`config.mk`:
```
export PLATFORM = sky130hd
export DESIGN_NAME = pccn_framer
export DESIGN_NICKNAME = d
export VERILOG_FILES = /design/src/pccn_pkg.sv /design/src/pccn_framer.sv
export VERILOG_INCLUDE_DIRS = /design/src
export SDC_FILE = /design/constraint.sdc
export NUM_CORES = 1
export LEC_CHECK = 0
export BUFFER_PORTS_ARGS = -buffer_cell sky130_fd_sc_hd__buf_2
export CORE_UTILIZATION = 55
export DETAILED_ROUTE_END_ITERATION = 16
export PLACE_DENSITY = 0.81
export SLEW_MARGIN = 15
export SYNTH_ARGS = -nofsm -noshare
export SYNTH_HDL_FRONTEND = slang
export SYNTH_SLANG_ARGS = --single-unit
```
`constraint.sdc`:
```
create_clock -name sys_clk -period 2.8 [get_ports sys_clk]
set_clock_uncertainty 0.2 [all_clocks]
set_input_delay 0.56 -clock sys_clk [delete_from_list [all_inputs] [get_ports sys_clk]]
set_output_delay 0.56 -clock sys_clk [all_outputs]
set_load 0.01 [all_outputs]
```
`src/pccn_defs.svh`:
```
`ifndef PCCN_DEFS_SVH
`define PCCN_DEFS_SVH

// Payload geometry
`define PCCN_PAYLOAD_BYTES 6
`define PCCN_CHAN_MIN 8'h01
`define PCCN_CHAN_MAX 8'h1e
`define PCCN_SPEED_MAX 4'h8

// Frame-format byte fields
`define PCCN_FMT_LEN_LSB 0
`define PCCN_FMT_STOP_BIT 2
`define PCCN_FMT_PAR_EN_BIT 3
`define PCCN_FMT_PAR_KIND_LSB 4

// Handshake-options byte fields
`define PCCN_HS_PAUSE_RX_BIT 0
`define PCCN_HS_PAUSE_TX_BIT 1
`define PCCN_HS_RTR_IN_BIT 2
`define PCCN_HS_RTR_OUT_BIT 3
`define PCCN_HS_RTC_IN_BIT 4
`define PCCN_HS_RTC_OUT_BIT 5

// Framing defaults, arbitrary values
`define PCCN_DEF_START 8'h02
`define PCCN_DEF_TYPE 8'h69
`define PCCN_DEF_OPCODE 8'h3e
`define PCCN_DEF_END 8'h03

`endif

```
`src/pccn_pkg.sv`:
```
package pccn_pkg;

    // Character length codes
    typedef enum logic [1:0] {
        PCCN_LEN5, PCCN_LEN6, PCCN_LEN7, PCCN_LEN8
    } pccn_len_type;

    // Check-bit kinds
    typedef enum logic [1:0] {
        PCCN_ODD, PCCN_EVEN, PCCN_MARK, PCCN_SPACE
    } pccn_par_type;

    // Settings changed by the remote peer
    typedef struct packed {
        logic [7:0] local_channel_number;
        logic [3:0] speed_code;
        pccn_len_type char_len;
        logic stop_one_and_half;
        logic check_bit_used;
        pccn_par_type check_bit_kind;
        logic inband_pause_on_receive;
        logic inband_pause_on_transmit;
        logic ready_receive_line_on_input;
        logic ready_receive_line_on_output;
        logic ready_comm_line_on_input;
        logic ready_comm_line_on_output;
        logic [7:0] resume_character;
        logic [7:0] pause_character;
    } pccn_cfg_type;

    // Byte stream toward the host
    typedef struct packed {
        logic valid;
        logic first;
        logic last;
        logic [7:0] data;
    } pccn_byte_type;

endpackage

```
`src/pccn_framer.sv`:
```
`timescale 1ns/1ns
`include "pccn_defs.svh"
// How it works
// RULE1: Remote settings change triggers unsolicited notice
// RULE2: Six payload bytes, channel 1 to 30
// RULE3: Byte two is speed code 0 to 8
// RULE4: Format bits 1:0 give character length
// RULE5: Format bit 2 selects stop length
// RULE6: Format bit 3 flags parity present
// RULE7: Format bits 5:4 give parity kind
// RULE8: Reserved bits 7:6 sent as zero
// RULE9: Handshake bits 0,1 in-band pause rx/tx
// RULE10: Handshake bits 2,3 ready-receive line in/out
// RULE11: Handshake bits 4,5 ready-comm line in/out
// RULE12: Fifth byte is resume character
// RULE13: Sixth byte is pause character
// RULE14: Line conditions relayed while link active
// RULE15: Relayed line notices never touch flow control
// RULE16: Framing codes are parameters
module pccn_framer
    import pccn_pkg::*;
#(
    parameter logic [7:0] START_CODE = `PCCN_DEF_START,
    parameter logic [7:0] TYPE_CODE = `PCCN_DEF_TYPE,
    parameter logic [7:0] OPCODE = `PCCN_DEF_OPCODE,
    parameter logic [7:0] END_CODE = `PCCN_DEF_END,
    parameter int PAYLOAD_BYTES = `PCCN_PAYLOAD_BYTES
) (
    input wire logic sys_clk,
    input wire logic resetn,
    input wire logic link_active,
    input wire logic cfg_change,
    input wire pccn_cfg_type cfg_in,
    input wire logic [7:0] line_state_in,
    input wire logic line_state_change,
    input wire logic out_ready,
    output pccn_byte_type out_q,
    output logic busy_q,
    output logic cfg_rejected_q,
    output logic [7:0] remote_line_state_q,
    output logic line_state_event_q
);

    ////////////////////////////////////////////////////////////////////
    // Elaboration checks: length byte and index are sized for six
    if (PAYLOAD_BYTES != `PCCN_PAYLOAD_BYTES) begin : g_bad_payload
        $error("payload must be six bytes");
    end
    if (PAYLOAD_BYTES > 8) begin : g_bad_index
        $error("payload index is three bits wide");
    end

    typedef enum logic [2:0] {
        S_IDLE, S_START, S_TYPE, S_OPC, S_LEN, S_DATA, S_END
    } pccn_state_type;

    pccn_state_type state_q, state_d;
    pccn_cfg_type cfg_q;
    logic [2:0] idx_q, idx_d;
    logic pend_q;
    pccn_cfg_type pend_cfg_q; // Latest accepted, waiting for idle

    ////////////////////////////////////////////////////////////////////
    // Validity of incoming settings
    wire chan_ok = cfg_in.local_channel_number >= `PCCN_CHAN_MIN &&
        cfg_in.local_channel_number <= `PCCN_CHAN_MAX; // RULE2
    wire speed_ok = cfg_in.speed_code <= `PCCN_SPEED_MAX; // RULE3
    wire accept = cfg_change && link_active && chan_ok && speed_ok; // RULE1
    // A refused change is flagged for one cycle, nothing is queued
    wire reject = cfg_change && !accept;

    // Frame-format byte; bits 7:6 stay zero as reserved
    logic [7:0] fmt_byte;
    always_comb begin
        fmt_byte = 8'h00; // RULE8
        fmt_byte[`PCCN_FMT_LEN_LSB +: 2] = cfg_q.char_len; // RULE4
        fmt_byte[`PCCN_FMT_STOP_BIT] = cfg_q.stop_one_and_half; // RULE5
        fmt_byte[`PCCN_FMT_PAR_EN_BIT] = cfg_q.check_bit_used; // RULE6
        fmt_byte[`PCCN_FMT_PAR_KIND_LSB +: 2] = cfg_q.check_bit_kind; // RULE7
    end

    // Handshake-options byte; bits 7:6 stay zero as reserved
    logic [7:0] hs_byte;
    always_comb begin
        hs_byte = 8'h00; // RULE8
        hs_byte[`PCCN_HS_PAUSE_RX_BIT] =
            cfg_q.inband_pause_on_receive; // RULE9
        hs_byte[`PCCN_HS_PAUSE_TX_BIT] =
            cfg_q.inband_pause_on_transmit; // RULE9
        hs_byte[`PCCN_HS_RTR_IN_BIT] =
            cfg_q.ready_receive_line_on_input; // RULE10
        hs_byte[`PCCN_HS_RTR_OUT_BIT] =
            cfg_q.ready_receive_line_on_output; // RULE10
        hs_byte[`PCCN_HS_RTC_IN_BIT] =
            cfg_q.ready_comm_line_on_input; // RULE11
        hs_byte[`PCCN_HS_RTC_OUT_BIT] =
            cfg_q.ready_comm_line_on_output; // RULE11
    end

    // Payload byte for the index about to be shown
    logic [7:0] pay_byte_next;
    always_comb begin
        case (idx_d)
            3'd0: pay_byte_next = cfg_q.local_channel_number; // RULE2
            3'd1: pay_byte_next = {4'h0, cfg_q.speed_code}; // RULE3
            3'd2: pay_byte_next = fmt_byte;
            3'd3: pay_byte_next = hs_byte;
            3'd4: pay_byte_next = cfg_q.resume_character; // RULE12
            3'd5: pay_byte_next = cfg_q.pause_character; // RULE13
            default: pay_byte_next = 8'h00;
        endcase
    end

    // Frame sequencing, leaves idle on a pending notice, then advances when the host side takes a byte
    wire take = out_q.valid && out_ready;
    wire [7:0] len_byte = 8'(PAYLOAD_BYTES);
    always_comb begin
        state_d = state_q;
        idx_d = idx_q;
        case (state_q)
            S_IDLE: begin
                if (pend_q)
                    state_d = S_START;
            end
            S_START: begin
                if (take)
                    state_d = S_TYPE;
            end
            S_TYPE: begin
                if (take)
                    state_d = S_OPC;
            end
            S_OPC: begin
                if (take)
                    state_d = S_LEN;
            end
            S_LEN: begin
                if (take) begin
                    state_d = S_DATA;
                    idx_d = 3'd0;
                end
            end
            S_DATA: begin
                if (take) begin
                    if (idx_q == 3'(PAYLOAD_BYTES - 1))
                        state_d = S_END;
                    else
                        idx_d = idx_q + 3'd1;
                end
            end
            S_END: begin
                if (take)
                    state_d = S_IDLE;
            end
            default: state_d = S_IDLE;
        endcase
    end

    // Byte presented in the next state
    pccn_byte_type out_d;
    always_comb begin
        out_d = '0;
        out_d.valid = state_d != S_IDLE;
        out_d.first = state_d == S_START;
        out_d.last = state_d == S_END;
        case (state_d)
            S_START: out_d.data = START_CODE; // RULE16
            S_TYPE: out_d.data = TYPE_CODE; // RULE16
            S_OPC: out_d.data = OPCODE; // RULE16
            S_LEN: out_d.data = len_byte; // RULE2
            S_DATA: out_d.data = pay_byte_next;
            S_END: out_d.data = END_CODE; // RULE16
            default: out_d.data = 8'h00;
        endcase
    end

    ////////////////////////////////////////////////////////////////////
    // Settings capture; a change during a frame waits in a holding
    // copy, so the bytes of the frame in flight never move
    wire load = pend_q && state_q == S_IDLE;
    always_ff @(posedge sys_clk) begin
        if (!resetn) begin
            pend_cfg_q <= '0;
            cfg_q <= '0;
            pend_q <= 1'b0;
        end else begin
            if (accept)
                pend_cfg_q <= cfg_in; // RULE1
            if (load)
                cfg_q <= pend_cfg_q; // RULE1
            // A change in the load cycle queues one more notice
            pend_q <= accept || (pend_q && !load); // RULE1
        end
    end

    // Sequencer registers
    always_ff @(posedge sys_clk) begin
        if (!resetn) begin
            state_q <= S_IDLE;
            idx_q <= 3'd0;
            out_q <= '0;
            busy_q <= 1'b0;
            cfg_rejected_q <= 1'b0;
        end else begin
            state_q <= state_d;
            idx_q <= idx_d;
            out_q <= out_d;
            busy_q <= state_d != S_IDLE;
            cfg_rejected_q <= reject;
        end
    end

    // Line conditions relayed to the host only, no flow-control effect
    // The relay never reaches the sequencer or the pending flag
    always_ff @(posedge sys_clk) begin
        if (!resetn) begin
            remote_line_state_q <= 8'h00;
            line_state_event_q <= 1'b0;
        end else begin
            line_state_event_q <= line_state_change && link_active; // RULE14
            if (line_state_change && link_active)
                remote_line_state_q <= line_state_in; // RULE14 RULE15
        end
    end

endmodule

```
==> impl_metrics.json <==
{
  "comb_power_share_pct": 4.4,
  "die_y_um": 93.7,
  "fmax_ghz": 0.391,
  "preCtsSetupSlack_ps": 275,
  "synth_cells": 509,
  "antenna_found_initial": 0,
  "crit_path_end_kind": "flip-flop",
  "antennaDiodeCount": 0,
  "power_frac_seq_pct": 56.4,
  "cts_setup_buffers": 0,
  "drive_above_1_share_pct": 20.4,
  "gp_congestion": 0.912,
  "syn_avg_cell_area_um2": 9.09,
  "avgViaCountPerCell": 5.45,
  "yosysSeqAreaShare_pct": 46.8,
  "ctsHoldBuffers": 0,
  "wl_mm": 9.99,
  "ios": 76,
  "h-tree-depth": 3,
  "synth-async-reset-ratio_pct": 0,
  "hold_viol": 0,
  "status": "finished clean",
  "postLayoutCoreUtil_pct": 65.3,
  "dp_hpwl_mm": 7.18,
  "synth-seq-cells": 108,
  "intPower_w": 0.00215,
  "rows": 33,
  "grt_pass1_vias": 3406,
  "core_mm2": 0.00818,
  "grt_usage_pct": 23.8,
  "power_density_mw_per_mm2": 515,
  "syn_nets": 565,
  "ff2ff_path_depth": 8,
  "clk_pin_slew_ps": 110,
  "synth_flop_cell": "dfxtp_1",
  "syn_to_final_growth_pct": 15.5,
  "cp-start-kind": "flip-flop",
  "fillers": 687,
  "firstDrtPassIters": 5,
  "synth_edf_count": 0,
  "holdPathStages": 3,
  "dieArea_mm2": 0.00878,
  "yosysWarnings": 0,
  "cts_root_buffer": "clkbuf_8",
  "crit_required_ps": 2840,
  "power_w": 0.00275,
  "power_leakage_nw": 2.02,
  "max_slew.worst_pin.slew_ps": 564,
  "cts_resized": 0,
  "crit_top_cell": "and2_1",
  "min_period_ps": 2560,
  "cp_max_fo": 9,
  "dieWidth_um": 93.7,
  "synth_area_leader_cell": "dfxtp_1",
  "relSlewSlack_pct": 62.0,
  "post_drt_wl_per_cell_um": 14.6,
  "grt_max_degree": 59,
  "synth_top_area_share_pct": 46.8,
  "syn_area_mm2": 0.00462,
  "grt_pass1_wl_mm": 16.2,
  "path_cells": "inv_1 > ha_1 > and2_1 > o41a_1 > and2_1 > and3_1 > a2111oi_0 > a211oi_1",
  "route.detailed.drc": 0,
  "numClockSinks": 108,
  "cts_max_path_buffers": 2,
  "finalCritPeriodShare_pct": 91.4,
  "slew_violations": 0,
  "crit_type": "reg2reg",
  "tns_ps": 0,
  "holdCritPathClass": "in2reg",
  "grt_setup_unrepaired": "no",
  "setup_violations": 0,
  "p_switching_w": 0.000605,
  "max_stage_delay_ps": 410,
  "clockPowerShare_pct": 39.1,
  "synth_area_leaders": "dfxtp_1, mux2i_1, nand2_1",
  "ant_nets": 0,
  "worstPathArrival_ps": 2600,
  "cap_viol_max_count": 0,
  "irDropWorstVdd_mv": 0.310,
  "synth_cell_type_count": 56,
  "vias": 3727,
  "cts_tree": "done",
  "clk_latency_ps": 370,
  "dpl.cell_count": 668,
  "start_util_pct": 56.6,
  "drt-initial-drc-count": 256,
  "nNetsFinal": 630,
  "io_buffer_count": 75,
  "grt-ovfl-total": 0,
  "cp_slowest_cell": "a2111oi_0",
  "swShare_pct": 22.0,
  "fin_cells": 684,
  "setup_slack_ps": 241,
  "cts_buffers": 9
}
-- synthesized netlist by cell type, drive strengths merged, types with 3 or more instances --
master and instances:
nor2b 41, clkbuf 26, and3 5, o21ai 8, dfxtp 108, o22ai 3
a31oi 4, a221oi 4, a21boi 50, nand2 103, nand3 17, and3b 4
mux2 5, and2 10, mux2i 41, buf 12, inv 6, nor2 13
a21oi 14
-- cell usage in the layout (no fill, tap or decap), types with 4 or more instances in the layout --
master | Yosys | final
a21oi_1 | 14 | 14
and3b_1 | 4 | 4
and3_1 | 5 | 5
nand2_1 | 103 | 103
a21boi_0 | 50 | 50
nor2_1 | 13 | 13
inv_1 | 6 | 6
o21ai_0 | 7 | 7
and2_1 | 9 | 9
nor2b_1 | 41 | 41
mux2i_1 | 41 | 41
clkbuf_8 | 0 | 10
a31oi_1 | 4 | 4
nand3_1 | 17 | 17
dfxtp_1 | 108 | 108
buf_2 | 5 | 75
buf_4 | 6 | 16
-- worst paths after layout --
check	startpoint	endpoint	slack, ps
worst max-delay path	idx_q[1]$_SDFF_PN0_	out_q[5]$_SDFF_PN0_	240
worst min register to register	pend_cfg_q[38]$_SDFFE_PN0P_	cfg_q[38]$_SDFFE_PN0P_	260
worst min-delay path	line_state_in[2]	remote_line_state_q[2]$_SDFFE_PN0P_	240
worst max register to register	idx_q[1]$_SDFF_PN0_	out_q[5]$_SDFF_PN0_	240
-- cell families (layout without fill, tap and decap cells) --
logic type	Yosys count	after routing	synth area share, %
compound gates	101	101	15.9
xor+xnor	2	2	0.379
fa+ha+maj	2	2	0.541
buf+inv	44	114	4.19
flops	108	108	46.8
mux	46	46	10.2
simple gates	206	206	22.1
-- metrics by stage --
step,hold WS [ps],area (um^2)
floorplan,237,4620
global placement,241,5110
detailed placement,257,5110
CTS,232,5340
global route,237,5340
finish,240,5340
-- cell type report --
| class | count | area [um^2] | area share [%] |
|---|---|---|---|
| Clock inverter | 6 | 95.1 | 1.78 |
| Timing Repair Buffer | 92 | 515 | 9.65 |
| Sequential cell | 108 | 2160 | 40.5 |
| Clock buffer | 10 | 138 | 2.58 |
| Inverter | 6 | 22.5 | 0.422 |
| Multi-Input combinational cell | 357 | 2280 | 42.6 |
| Tap cell | 105 | 131 | 2.46 |
-- worst max-delay path: cells and delay by family (launching register included) --
family / cells / cell delay [ps]
AO/OA/AOI/OAI: 3 / 880
adder cells (fa/ha/maj): 1 / 220
buffers and inverters: 1 / 60
flip-flops: 1 / 390
AND/OR/NAND/NOR: 3 / 680
-- power groups by stage --
stage | Sequential [W] | Combinational (W) | Clock [W]
after floorplan | 0.00159 | 0.0000593 | 0
after global placement | 0.00159 | 0.000119 | 0
after detailed placement | 0.00159 | 0.000122 | 0
after CTS | 0.00155 | 0.000123 | 0.00109
after global routing | 0.00155 | 0.000133 | 0.00115
final | 0.00155 | 0.000122 | 0.00108
-- flip-flops by register name, summed over array words and instances, names as in the netlist --
| name | cells |
|---|---|
| out_q | 10 |
| cfg_rejected_q | 1 |
| idx_q | 3 |
| pend_cfg_q | 40 |
| pend_q | 1 |
| state_q | 3 |
| line_state_event_q | 1 |
| busy_q | 1 |
| remote_line_state_q | 8 |
| cfg_q | 40 |
-- metal layers --
| metal | track usage [%] | share of wire [%] | up-vias |
|---|---|---|---|
| met4 | 5.38 | 0.76 | 0 |
| met5 | 0 | 0 | - |
| li1 | - | - | 1874 |
| met2 | 39.0 | 48 | 92 |
| met3 | 4.53 | 4.5 | 7 |
| met1 | 32.3 | 46 | 1754 |
(Power assumes the default switching activity.)
